File: src/rtl/latch_ack_pkg.sv
// latch_ack_pkg: sizes, relay states and timing constants for the latch acknowledge logic
// assumes a single 10 MHz system clock shared by every user of the package
package latch_ack_pkg;
  localparam int unsigned NUM_LAMPS = 8;      // indicator lamps per instance
  localparam int unsigned NUM_RELAYS = 8;     // binary output relays
  localparam int unsigned NUM_SCADA = 8;      // telecontrol signals
  localparam int unsigned NUM_SWGR = 2;       // switchgear instances
  localparam int unsigned CLK_HZ = 10_000_000; // system clock rate
  localparam int unsigned OFF_DELAY_US = 100;  // relay switch-off delay, plain default
  localparam int unsigned OFF_DELAY_CYC = (OFF_DELAY_US * (CLK_HZ / 1_000_000) < 1) ? 1 :
                                          OFF_DELAY_US * (CLK_HZ / 1_000_000);
  localparam int unsigned TMR_W = 16;          // width of off-delay counters
  localparam logic [TMR_W-1:0] TMR_ZERO = 16'h0000; // idle counter value
  localparam logic [TMR_W-1:0] TMR_ONE = 16'h0001;  // counter decrement step
  // per-relay release state
  typedef enum logic [2:0] {
    RLY_IDLE = 3'b001,
    RLY_HELD = 3'b010,
    RLY_WAIT = 3'b100
  } relay_state_type;
endpackage : latch_ack_pkg

File: src/rtl/relay_off_delay.sv
// relay_off_delay: one relay latch with acknowledge and switch-off delay
// assumes source and acknowledge are synchronous to clk_i
`timescale 1ns/1ps
module relay_off_delay (
  // clock and reset
  input wire logic clk_i,
  input wire logic sys_rst_i,
  // relay control
  input wire logic src_i,     // source that sets the latch
  input wire logic ack_i,     // accepted acknowledge request
  input wire logic latch_en_i, // latching configured for this relay
  // output
  output logic relay_o        // relay drive
);
  latch_ack_pkg::relay_state_type state_reg, state_next; // release state
  logic [latch_ack_pkg::TMR_W-1:0] tmr_reg, tmr_next; // off-delay count
  logic relay_reg, relay_next; // relay drive
  // next state computation
  always_comb begin
    state_next = state_reg;
    tmr_next = tmr_reg;
    unique case (state_reg)
      latch_ack_pkg::RLY_IDLE: begin
        // source active raises the latch
        if (src_i && latch_en_i) begin
          state_next = latch_ack_pkg::RLY_HELD;
        end
      end
      latch_ack_pkg::RLY_HELD: begin
        // ack refused while source active
        if (ack_i && !src_i) begin
          state_next = latch_ack_pkg::RLY_WAIT;
          tmr_next = latch_ack_pkg::TMR_W'(latch_ack_pkg::OFF_DELAY_CYC);
        end
      end
      latch_ack_pkg::RLY_WAIT: begin
        // source returns: hold again
        if (src_i) begin
          state_next = latch_ack_pkg::RLY_HELD;
          tmr_next = latch_ack_pkg::TMR_ZERO;
        end else if (tmr_reg == latch_ack_pkg::TMR_ONE) begin
          state_next = latch_ack_pkg::RLY_IDLE;
          tmr_next = latch_ack_pkg::TMR_ZERO;
        end else begin
          tmr_next = tmr_reg - latch_ack_pkg::TMR_ONE;
        end
      end
    endcase
    // drive while source active or latch not yet released
    relay_next = src_i || (state_next != latch_ack_pkg::RLY_IDLE);
  end
  // registers
  always_ff @(posedge clk_i or posedge sys_rst_i) begin
    if (sys_rst_i) begin
      state_reg <= latch_ack_pkg::RLY_IDLE;
      tmr_reg <= latch_ack_pkg::TMR_ZERO;
      relay_reg <= 1'b0;
    end else begin
      state_reg <= state_next;
      tmr_reg <= tmr_next;
      relay_reg <= relay_next;
    end
  end
  assign relay_o = relay_reg;
endmodule : relay_off_delay

File: src/rtl/latch_acknowledge_logic.sv
// latch_acknowledge_logic: latches lamps, relays, telecontrol signals and trip commands
// and clears them by individual, group, link or alarm-driven acknowledge
// each relay output passes through its own relay_off_delay instance
// link requests count as remote and are refused while remote is off
// assumes all inputs are synchronous to clk_i; configuration is static
`timescale 1ns/1ps
//
// Operation
// - own lamp acknowledge clears that lamp only
// - remote disabled ignores all group acknowledges
// - remote disabled rejects link acknowledge requests
// - group relay acknowledge clears all relays
// - alarm clears lamps configured auto-clear
// - auto-clear configured per lamp separately
// - no clear while latch source active
// - relay releases after off delay elapses
// - alarm acknowledge applies to lamps only
module latch_acknowledge_logic (
  // clock and reset
  input wire logic clk_i,
  input wire logic sys_rst_i,
  // configuration, static levels
  // remote enable gates group and link paths only, not own acknowledges
  input wire logic remote_ack_en_i,
  input wire logic [latch_ack_pkg::NUM_LAMPS-1:0] lamp_latch_en_i,
  input wire logic [latch_ack_pkg::NUM_LAMPS-1:0] lamp_auto_clear_i,
  input wire logic [latch_ack_pkg::NUM_RELAYS-1:0] relay_latch_en_i,
  // lamp sources and acknowledges
  input wire logic [latch_ack_pkg::NUM_LAMPS-1:0] lamp_src_i,
  input wire logic [latch_ack_pkg::NUM_LAMPS-1:0] lamp_clear_source_i,
  input wire logic group_lamp_clear_source_i,
  // alarms
  // a rising edge of either is one new alarm
  input wire logic prot_alarm_i,
  input wire logic general_alarm_i,
  // relays
  // relay latching and release sit in relay_off_delay
  input wire logic [latch_ack_pkg::NUM_RELAYS-1:0] relay_src_i,
  input wire logic [latch_ack_pkg::NUM_RELAYS-1:0] relay_clear_source_i,
  input wire logic group_relay_clear_source_i,
  // telecontrol signals
  input wire logic [latch_ack_pkg::NUM_SCADA-1:0] scada_src_i,
  input wire logic group_scada_clear_source_i,
  // link requests: levels, one clear per high cycle
  input wire logic link_ack_lamps_i,
  input wire logic link_ack_relays_i,
  input wire logic link_ack_scada_i,
  input wire logic link_ack_trips_i,
  // trip commands
  // one latch per switchgear instance
  input wire logic [latch_ack_pkg::NUM_SWGR-1:0] trip_src_i,
  input wire logic [latch_ack_pkg::NUM_SWGR-1:0] trip_clear_source_i,
  // outputs
  output logic [latch_ack_pkg::NUM_LAMPS-1:0] lamp_o,
  output logic [latch_ack_pkg::NUM_RELAYS-1:0] relay_o,
  output logic [latch_ack_pkg::NUM_SCADA-1:0] scada_o,
  output logic [latch_ack_pkg::NUM_SWGR-1:0] trip_o,
  output logic link_ack_rejected_o
);
  // latched states: a latch remembers an event after its source has gone
  // the drive of each output is its source or its latch
  logic [latch_ack_pkg::NUM_LAMPS-1:0] lamp_latch_reg, lamp_latch_next;
  logic [latch_ack_pkg::NUM_SCADA-1:0] scada_latch_reg, scada_latch_next;
  logic [latch_ack_pkg::NUM_SWGR-1:0] trip_latch_reg, trip_latch_next;
  logic [latch_ack_pkg::NUM_LAMPS-1:0] lamp_out_reg, lamp_out_next; // lamp drive
  logic [latch_ack_pkg::NUM_SCADA-1:0] scada_out_reg, scada_out_next; // signal drive
  logic [latch_ack_pkg::NUM_SWGR-1:0] trip_out_reg, trip_out_next; // trip drive
  logic rej_reg, rej_next; // link acknowledge refused flag
  // edge detect history: last cycle's level of each own and group acknowledge and each alarm input
  // reset low, the idle level of the inputs, so no false edge follows reset
  logic prot_alarm_reg; // protection alarm
  logic general_alarm_reg; // general alarm
  logic [latch_ack_pkg::NUM_LAMPS-1:0] lamp_ack_d_reg; // own lamp acknowledges
  logic [latch_ack_pkg::NUM_RELAYS-1:0] relay_ack_d_reg; // own relay acknowledges
  logic [latch_ack_pkg::NUM_SWGR-1:0] trip_ack_d_reg; // own trip acknowledges
  logic grp_lamp_d_reg; // group lamp acknowledge
  logic grp_relay_d_reg; // group relay acknowledge
  logic grp_scada_d_reg; // group telecontrol acknowledge
  // derived strobes, high one cycle per accepted request
  logic alarm_rise; // new alarm from either input
  logic grp_lamp_ack; // accepted group lamp clear
  logic grp_relay_ack; // accepted group relay clear
  logic grp_scada_ack; // accepted group telecontrol clear
  logic grp_trip_ack; // accepted link trip clear
  logic [latch_ack_pkg::NUM_LAMPS-1:0] lamp_ack; // per-lamp clear request
  logic [latch_ack_pkg::NUM_RELAYS-1:0] relay_ack; // per-relay clear request
  logic [latch_ack_pkg::NUM_SWGR-1:0] trip_ack; // per-instance trip clear request

  // rising edge of a level: an acknowledge acts when the signal becomes active
  // a held-high acknowledge therefore acts once only
  function automatic logic rise(input logic now, input logic was);
    rise = now && !was;
  endfunction : rise

  // new latch value: set by source, cleared only with source gone
  // set beats clear, so an acknowledge while the source stands is lost
  function automatic logic latch_upd(input logic cur, input logic src, input logic en,
                                     input logic clr);
    latch_upd = (src && en) || (cur && !(clr && !src));
  endfunction : latch_upd

  // acknowledge strobes
  always_comb begin
    // new alarm from any protection function or general alarm
    alarm_rise = rise(prot_alarm_i, prot_alarm_reg) || rise(general_alarm_i, general_alarm_reg);
    // external group paths gated by remote enable
    // link requests are levels and act on every cycle that they stand
    grp_lamp_ack = remote_ack_en_i &&
                   (rise(group_lamp_clear_source_i, grp_lamp_d_reg) || link_ack_lamps_i);
    grp_relay_ack = remote_ack_en_i &&
                    (rise(group_relay_clear_source_i, grp_relay_d_reg) || link_ack_relays_i);
    grp_scada_ack = remote_ack_en_i &&
                    (rise(group_scada_clear_source_i, grp_scada_d_reg) || link_ack_scada_i);
    // the link request is the only group path for trip commands
    grp_trip_ack = remote_ack_en_i && link_ack_trips_i;
    // individual lamp clears, own source or auto-clear on alarm
    // auto-clear acts only on lamps whose own setting is on
    for (int i = 0; i < latch_ack_pkg::NUM_LAMPS; i++) begin
      lamp_ack[i] = rise(lamp_clear_source_i[i], lamp_ack_d_reg[i]) || grp_lamp_ack ||
                    (alarm_rise && lamp_auto_clear_i[i]);
    end
    // relay clears: own input or group; alarm never reaches relays
    // alarm_rise is left out here on purpose
    for (int i = 0; i < latch_ack_pkg::NUM_RELAYS; i++) begin
      relay_ack[i] = rise(relay_clear_source_i[i], relay_ack_d_reg[i]) || grp_relay_ack;
    end
    // trip clears per switchgear instance
    // own acknowledges need no remote enable
    for (int i = 0; i < latch_ack_pkg::NUM_SWGR; i++) begin
      trip_ack[i] = rise(trip_clear_source_i[i], trip_ack_d_reg[i]) || grp_trip_ack;
    end
  end

  // next latch and output values
  always_comb begin
    // defaults: every latch holds
    lamp_latch_next = lamp_latch_reg;
    scada_latch_next = scada_latch_reg;
    trip_latch_next = trip_latch_reg;
    // lamps: own, group or alarm clear, latching per lamp enable
    for (int i = 0; i < latch_ack_pkg::NUM_LAMPS; i++) begin
      lamp_latch_next[i] = latch_upd(lamp_latch_reg[i], lamp_src_i[i], lamp_latch_en_i[i], lamp_ack[i]);
    end
    // telecontrol signals: group or link clear, always latching
    for (int i = 0; i < latch_ack_pkg::NUM_SCADA; i++) begin
      scada_latch_next[i] = latch_upd(scada_latch_reg[i], scada_src_i[i], 1'b1, grp_scada_ack);
    end
    // trip commands: own or link clear, always latching
    for (int i = 0; i < latch_ack_pkg::NUM_SWGR; i++) begin
      trip_latch_next[i] = latch_upd(trip_latch_reg[i], trip_src_i[i], 1'b1, trip_ack[i]);
    end
    // outputs follow source or latch
    // the next latch value keeps each output one register from its inputs
    lamp_out_next = lamp_src_i | lamp_latch_next;
    scada_out_next = scada_src_i | scada_latch_next;
    trip_out_next = trip_src_i | trip_latch_next;
    // refused link request with remote acknowledge off
    // the flag stands one cycle for each refused request cycle
    rej_next = !remote_ack_en_i &&
               (link_ack_lamps_i || link_ack_relays_i || link_ack_scada_i || link_ack_trips_i);
  end

  // state registers
  always_ff @(posedge clk_i or posedge sys_rst_i) begin
    if (sys_rst_i) begin
      // reset: latches, drives and history all idle low
      lamp_latch_reg <= '0;
      scada_latch_reg <= '0;
      trip_latch_reg <= '0;
      lamp_out_reg <= '0;
      scada_out_reg <= '0;
      trip_out_reg <= '0;
      rej_reg <= 1'b0;
      // edge history
      prot_alarm_reg <= 1'b0;
      general_alarm_reg <= 1'b0;
      lamp_ack_d_reg <= '0;
      relay_ack_d_reg <= '0;
      trip_ack_d_reg <= '0;
      grp_lamp_d_reg <= 1'b0;
      grp_relay_d_reg <= 1'b0;
      grp_scada_d_reg <= 1'b0;
    end else begin
      // run: register every next value
      lamp_latch_reg <= lamp_latch_next;
      scada_latch_reg <= scada_latch_next;
      trip_latch_reg <= trip_latch_next;
      lamp_out_reg <= lamp_out_next;
      scada_out_reg <= scada_out_next;
      trip_out_reg <= trip_out_next;
      rej_reg <= rej_next;
      // history: this cycle's levels, for edge detection next cycle
      prot_alarm_reg <= prot_alarm_i;
      general_alarm_reg <= general_alarm_i;
      lamp_ack_d_reg <= lamp_clear_source_i;
      relay_ack_d_reg <= relay_clear_source_i;
      trip_ack_d_reg <= trip_clear_source_i;
      grp_lamp_d_reg <= group_lamp_clear_source_i;
      grp_relay_d_reg <= group_relay_clear_source_i;
      grp_scada_d_reg <= group_scada_clear_source_i;
    end
  end

  // one latch and off-delay per relay
  // the timer is per relay, so each output releases on its own schedule
  for (genvar g = 0; g < latch_ack_pkg::NUM_RELAYS; g++) begin : g_relay
    relay_off_delay u_relay (
      .clk_i(clk_i),
      .sys_rst_i(sys_rst_i),
      .src_i(relay_src_i[g]),
      .ack_i(relay_ack[g]),
      .latch_en_i(relay_latch_en_i[g]),
      .relay_o(relay_o[g])
    );
  end

  // every output comes straight from a flip-flop
  assign lamp_o = lamp_out_reg;
  assign scada_o = scada_out_reg;
  assign trip_o = trip_out_reg;
  assign link_ack_rejected_o = rej_reg;
endmodule : latch_acknowledge_logic

File: config.mk
export PLATFORM = sky130hd
export DESIGN_NAME = latch_acknowledge_logic
export DESIGN_NICKNAME = d
export VERILOG_FILES = /design/src/rtl/latch_ack_pkg.sv /design/src/rtl/relay_off_delay.sv /design/src/rtl/latch_acknowledge_logic.sv
export SDC_FILE = /design/constraint.sdc
export NUM_CORES = 1
export LEC_CHECK = 0
export ABC_AREA = 1
export BUFFER_PORTS_ARGS = -buffer_cell sky130_fd_sc_hd__buf_2
export CORE_MARGIN = 2
export CORE_UTILIZATION = 40
export CTS_BUF_LIST = sky130_fd_sc_hd__clkbuf_16
export DETAILED_ROUTE_END_ITERATION = 7
export PLACE_DENSITY = 0.57
export SLEW_MARGIN = 0
export SYNTH_ARGS = -nofsm -noshare
export SYNTH_HDL_FRONTEND = slang
export SYNTH_SLANG_ARGS = --single-unit
File: constraint.sdc
create_clock -name clk_i -period 9.7 [get_ports clk_i]
set_input_delay 1.455 -clock clk_i [delete_from_list [all_inputs] [get_ports clk_i]]
set_output_delay 1.455 -clock clk_i [all_outputs]
set_load 0.005 [all_outputs]
---- After elaboration in Yosys (flattened, before gate mapping) ----
Index checks and enable logic that the tools add are counted.
word-level totals
  flip-flop bits (word level) ............. 220
  bits in latches ......................... 0
  bits in writable memories ............... 0
  memory bits (read-only) ................. 0
  word-level logic and storage cells ...... 409
  memories kept ........................... 0
operators by class
  $add $sub $neg .......................... 8
  $mul .................................... 0
  div/mod/pow operators ................... 0
  order comparisons ....................... 0
  equal/unequal tests ..................... 48
  shift operators ......................... 0
  muxes and demuxes ....................... 72
  bitwise gates (word level) .............. 3
  reductions and logical operators ........ 239
operator list
  kind                   number
  $mux 16                24
  $pmux 16 s2            8
  $eq 16x1->1 const B    8
  $sub 16x1->16 const B  8
  $logic_and 1x1->1      96
  $mux 3                 32
  $pmux 3 s3             8
  $logic_not 1->1        68
  $logic_or 1x1->1       59
  $eq 3x1->1 const B     8
  $eq 3x2->1 const B     8
  $eq 3x3->1 const B     8
  $ne 3x1->1 const B     8
  $ne 2x1->1 const B     8
  $or 8x8->8             2
  $reduce_and 2->1       8
  $reduce_bool 2->1      8
  $or 2x2->2             1

---- Longest topological paths before layout ----
  word-level depth ........................ 11
  gate-level depth with buffers ........... 12

---- By module ----
A second synthesis with hierarchy kept.
unflattened totals
  cells, all modules ...................... 1,471
  area total of the unflattened synthesis .. 11,708.7 µm²
modules (own cells, without submodules)
  module                                    instances  cells an instance  area an instance (µm²)  sequential area each (µm²)
  relay_off_delay (g_relay[0].u_relay ...)  4          162                1,223.7                 501.7
  relay_off_delay (g_relay[4].u_relay ...)  3          160                1,241.2                 501.7
  latch_acknowledge_logic                   1          173                1,835.5                 1,251.2
  relay_off_delay (g_relay[7].u_relay)      1          170                1,255.0                 501.7

---- Worst setup path before layout ----
OpenSTA, ideal clock, no wires.
  path type ............................... input -> register
  start ................................... in group_relay_clear_source_i
  end ..................................... reg g_relay[7].u_relay.tmr_reg[13] (netlist bit)
  arrival time ............................ 2.203 ns
  required time ........................... 9.581 ns
  path slack .............................. 7.378 ns
  stages on the path ...................... 9
  path through ............................ nand2_1 -> nand2_1 -> nand2_4 -> nand2_1 -> nand2_2 -> nand2_4 -> buf_6 -> a21oi_1 -> nor2_1
on the way
  word-level cells in the longest chain between the ends .. 7
RTL lines
  element                            RTL line                        text
  start: declaration                 latch_acknowledge_logic.sv:40   input wire logic group_relay_clear_source_i,
  $logic_and 1x1->1                  latch_acknowledge_logic.sv:92   rise = now && !was;
  $logic_or 1x1->1                   latch_acknowledge_logic.sv:111  (rise(group_relay_clear_source_i, grp_relay_d_reg) || link_ack_relays_i);
  $logic_and 1x1->1                  latch_acknowledge_logic.sv:110  grp_relay_ack = remote_ack_en_i &&
  $logic_or 1x1->1                   latch_acknowledge_logic.sv:125  relay_ack[i] = rise(relay_clear_source_i[i], relay_ack_d_reg[i]) || grp_relay_ack;
  $logic_and 1x1->1                  relay_off_delay.sv:31           if (ack_i && !src_i) begin
  $ne 2x1->1 (no source line)        -
  $reduce_and 2->1 (no source line)  -
  end signal: assignment             relay_off_delay.sv:56           tmr_reg <= latch_ack_pkg::TMR_ZERO;
  end signal: assignment             relay_off_delay.sv:60           tmr_reg <= tmr_next;
  end: declaration                   relay_off_delay.sv:16           logic [latch_ack_pkg::TMR_W-1:0] tmr_reg, tmr_next;
No other way between the ends.
A chain may end at the register's enable or synchronous reset.

==> metrics list <==
- Of the total synthesized cell area, the portion taken by full adders, half adders and majority gates is 1.690%.
- Across the VDD grid, the largest voltage drop is 130.8 µV.
- Power spread over the standard cell area amounts to 268.8 nW/µm².
- The synthesized netlist devotes 32.46% of its cell area to simple gates.
* TritonCTS Buffers: 26
* Main combinational cell family by area after synthesis: simple AND/OR/NAND/NOR gates
* Post-Syn Area: 11,840 µm²
- Total placed instance area: 12,720 µm²
* Required time of the critical path: 10.26 ns
* Clock tree root driver cell: clkbuf_16
- Cts repair resizes: 0
- During placement, the flow inserted port buffers numbering 106.
- In this run the worst hold path is classified as reg -> reg.
- Crit path arrival time: 3.17 ns
- Max transition margin: 32.79%
- The number of global-route vias before repair is 9,517.
* Count of fill cells added during filler insertion: 2,928
- Synthesis inferred 210 register bits.
- Ratio of routed vias to standard cells: 4.796
- Sequential elements use 44.46% of the synthesized area.
- Std-Cell Core Area: 28,940 µm²
- The number of hold violations in the final report came to 0.
- Pin count of the biggest net entering global routing: 147
* Number of nets at the end of the flow: 1,774
* Clock tree from TritonCTS: done
* Worst Setup Slack, final: 7.085 ns
- Sorting the synthesized cells by area gives the leading types as dfrtp_1, nand2_1, nor2_1.
* Clock-pin slew on the worst setup and hold paths: 0.06 ns
* Mux share of post-synthesis cell area: 0%
- Max Root-Sink Buffers: 3
- Measured along the x axis, the die boundary spans 176.1 µm.
* Clock skew: 0.01587 ns
* Initial antenna violation count: 1
- The synthesized design contains 0 enable-type register cells.
* Yosys cell types: 42
* Area grow syn2layout: 14.40%
* Weighted congestion at the end of routability-driven global placement: 0.9142
- Counting flops with an async set or reset pin after synthesis yields a share of 100.0%.
* Slew Viols, Final: 0
* Initial Util: 40.93%
- At the pin with the least slew margin, the transition time is 1.008 ns.
- Total of hold buffers inserted after clock tree synthesis: 0
- The floorplan step set the die height to 176.1 µm.
* Summed negative setup slack over all endpoints: 0 ns
- Max-cap violations: 0
- Top cell type's share of synthesized area: 42.68%
- Unrepaired setup endpoints after global routing: no
- At the later pin of the worst-skew pair, clock insertion delay measures 0.53 ns.
* First-pass detailed-route iteration total: 8
- Static Leak: 6.965 nW
- Global routing consumed, over all layers together, 17.46% of the routing resources.
- In this run the worst path has a maximum fanout of 146.
- Crit Path Class: in -> async
* Total Routed Length: 26.64 mm
* Overflow left after global routing: 0
- DRC: 0
* Pre-CTS worst setup slack: 6.393 ns
* Final setup violating endpoints: 0
- Endpoint kind of the worst setup timing path: async pin
* Synth Instances: 1,562
- When the netlist entered floorplanning its net count stood at 1,658.
- Vias: 9,985
* Yosys warning count: 0
- 107 I/O pins were placed.
* Number of levels the H-tree was split into: 1
- Subtracting the final worst setup slack from the clock period gives 2.615 ns.
* Core Rows: 62
- Area of the die: 31,000 µm²
- STA classifies the critical path startpoint as a primary input.
- Tcrit/Tclk final: 26.96%
- Starting DRC count in detailed routing: 587
- Post-synthesis share of cell area spent on xor and xnor gates: 4.068%
- In the final layout, the share of cells above drive strength 1 is 16.44%.
- In the final routed layout, each cell accounts on average for 12.79 µm.
* Avg Cell Area, Syn: 7.582 µm²
- TritonCTS sink count: 210
- Top achievable clock speed: 0.3824 GHz
* Top FF cell, synth: dfrtp_1
- The register with the most flip-flops in the layout has 128 of them.
- The synthesized netlist devotes 8.885% of its cell area to compound gates.
- Outcome: completed
- Remaining number of nets flagged by the antenna check after routing: 0
- The first global-routing pass estimated 45.35 mm of wire.
- Finished layout cell area: 13,550 µm²
- After legalization and detailed placement, the total HPWL measured 19.48 mm.
* Cell accounting for the most synthesized area: dfrtp_1
- Post-CTS Setup Bufs: 0
-- stage by stage --
| stage | hold slack [ns] | util (%) | total power [mW] | cells |
|---|---|---|---|---|
| 6_report | 0.4776 | 46.82 | 3.641 | 2082 |
| 5_1_grt | 0.4921 | 46.81 | 3.968 | 2081 |
| 4_1_cts | 0.4843 | 46.81 | 3.681 | 2081 |
| 3_5_place_dp | 0.4713 | 43.98 | 2.726 | 2034 |
| 3_3_place_gp | 0.4628 | 43.98 | 2.701 | 2034 |
| 2_1_floorplan | 0.4516 | - | 2.426 | 1562 |
-- worst max-delay path, cell delays in order --
cell	delay (ns)
buf_2	0.13
inv_8	0.66
buf_4	0.78
-- cells by family (layout without fill, tap and decap cells) --
logic type,Yosys count,in the layout
DFF,210,210
AOI/OAI and AO/OA,193,193
xor gates and xnor gates,55,55
other,0,1
and+or+nand+nor,842,842
buffers and inverters,246,381
adders and majority gates,16,16
-- cells in the final DEF, fill, tap and decap left out, types with 2 or more instances in the layout --
master and instances:
xnor2_1 8, o21bai_1 14, dfrtp_1 202, o21ai_0 111, nand3_1 113, o21a_1 9, clkbuf_16 27, nand4_1 24
nor2_1 222, nor2_2 30, nand3b_1 7, a21oi_1 30, buf_2 106, buf_4 2, nor2_4 4, dfstp_2 8
nand2_1 356, clkinv_2 8, nor3_1 18, o21ai_1 11, clkinvlp_4 2, clkinv_1 6, bufinv_16 2, or2_2 7
nor3_4 3, nand3_2 7, nand2_4 8, nand2_2 29, inv_1 203, nor3_2 8, o22ai_1 14, inv_2 24
xor2_1 47, ha_1 16
-- area by class of cell --
cell class / count / area, µm² / area share [%]
multi-input cells: 1106 / 5578 / 41.17
clock buffers: 27 / 675.6 / 4.987
diodes: 1 / 2.502 / 0.01847
clock inverters: 20 / 145.1 / 1.071
inverters: 226 / 855.8 / 6.317
flip-flops and latches: 210 / 5265 / 38.86
repair buffers: 108 / 545.5 / 4.027
well taps: 384 / 480.5 / 3.546
-- routing by layer --
layer	GRT usage [%]	up-vias	share of wire, %
met3	2.735	45	4.5
met5	0	-	0.049
met4	4.373	2	2.3
met2	28.68	181	45
li1	-	5169	-
met1	24.17	4588	48
-- power by group --
| group | total (mW) | switching [mW] | internal, mW |
|---|---|---|---|
| Sequential | 1.31 | 0.215 | 1.10 |
| Combinational | 1.40 | 0.899 | 0.498 |
| Clock | 0.930 | 0.377 | 0.553 |
-- synth_stat cells (2+ instances only) --
library cell and count:
nand3_2 7, dfrtp_1 202, buf_6 5, xnor2_1 8, dfstp_2 8, inv_1 201
clkbuf_1 2, nand2_4 8, nor3_4 3, inv_2 24, nand2_1 356, buf_2 4
xor2_1 47, a21oi_1 30, nand3b_1 7, nor2_2 30, o21ai_1 11, o22ai_1 14
nor3_1 18, o21ai_0 111, nand2_2 29, ha_1 16, o21bai_1 14, buf_4 9
nand3_1 113, or2_2 7, nor2_1 222, nand4_1 24, nor2_4 4, o21a_1 9
nor3_2 8
-- path summary, 6_finish.rpt --
kind / from / end / slack (ns) / cells after the start
setup / recovery: sys_rst_i / g_relay[2].u_relay.relay_o / 7.09 / 3
hold / removal: lamp_latch_reg[6] / lamp_latch_reg[6] / 0.48 / 1
setup reg to reg: g_relay[5].u_relay.state_reg[0] / g_relay[5].u_relay.tmr_reg[12] / 7.97 / 8
hold reg to reg: lamp_latch_reg[6] / lamp_latch_reg[6] / 0.48 / 1
max in group clk_i: lamp_o[2] / lamp_o[2] / 7.17 / 1
min in group asynchronous: sys_rst_i / g_relay[7].u_relay.tmr_reg[6] / 1.15 / 2
No activity file was read; power rests on OpenSTA's default activity.
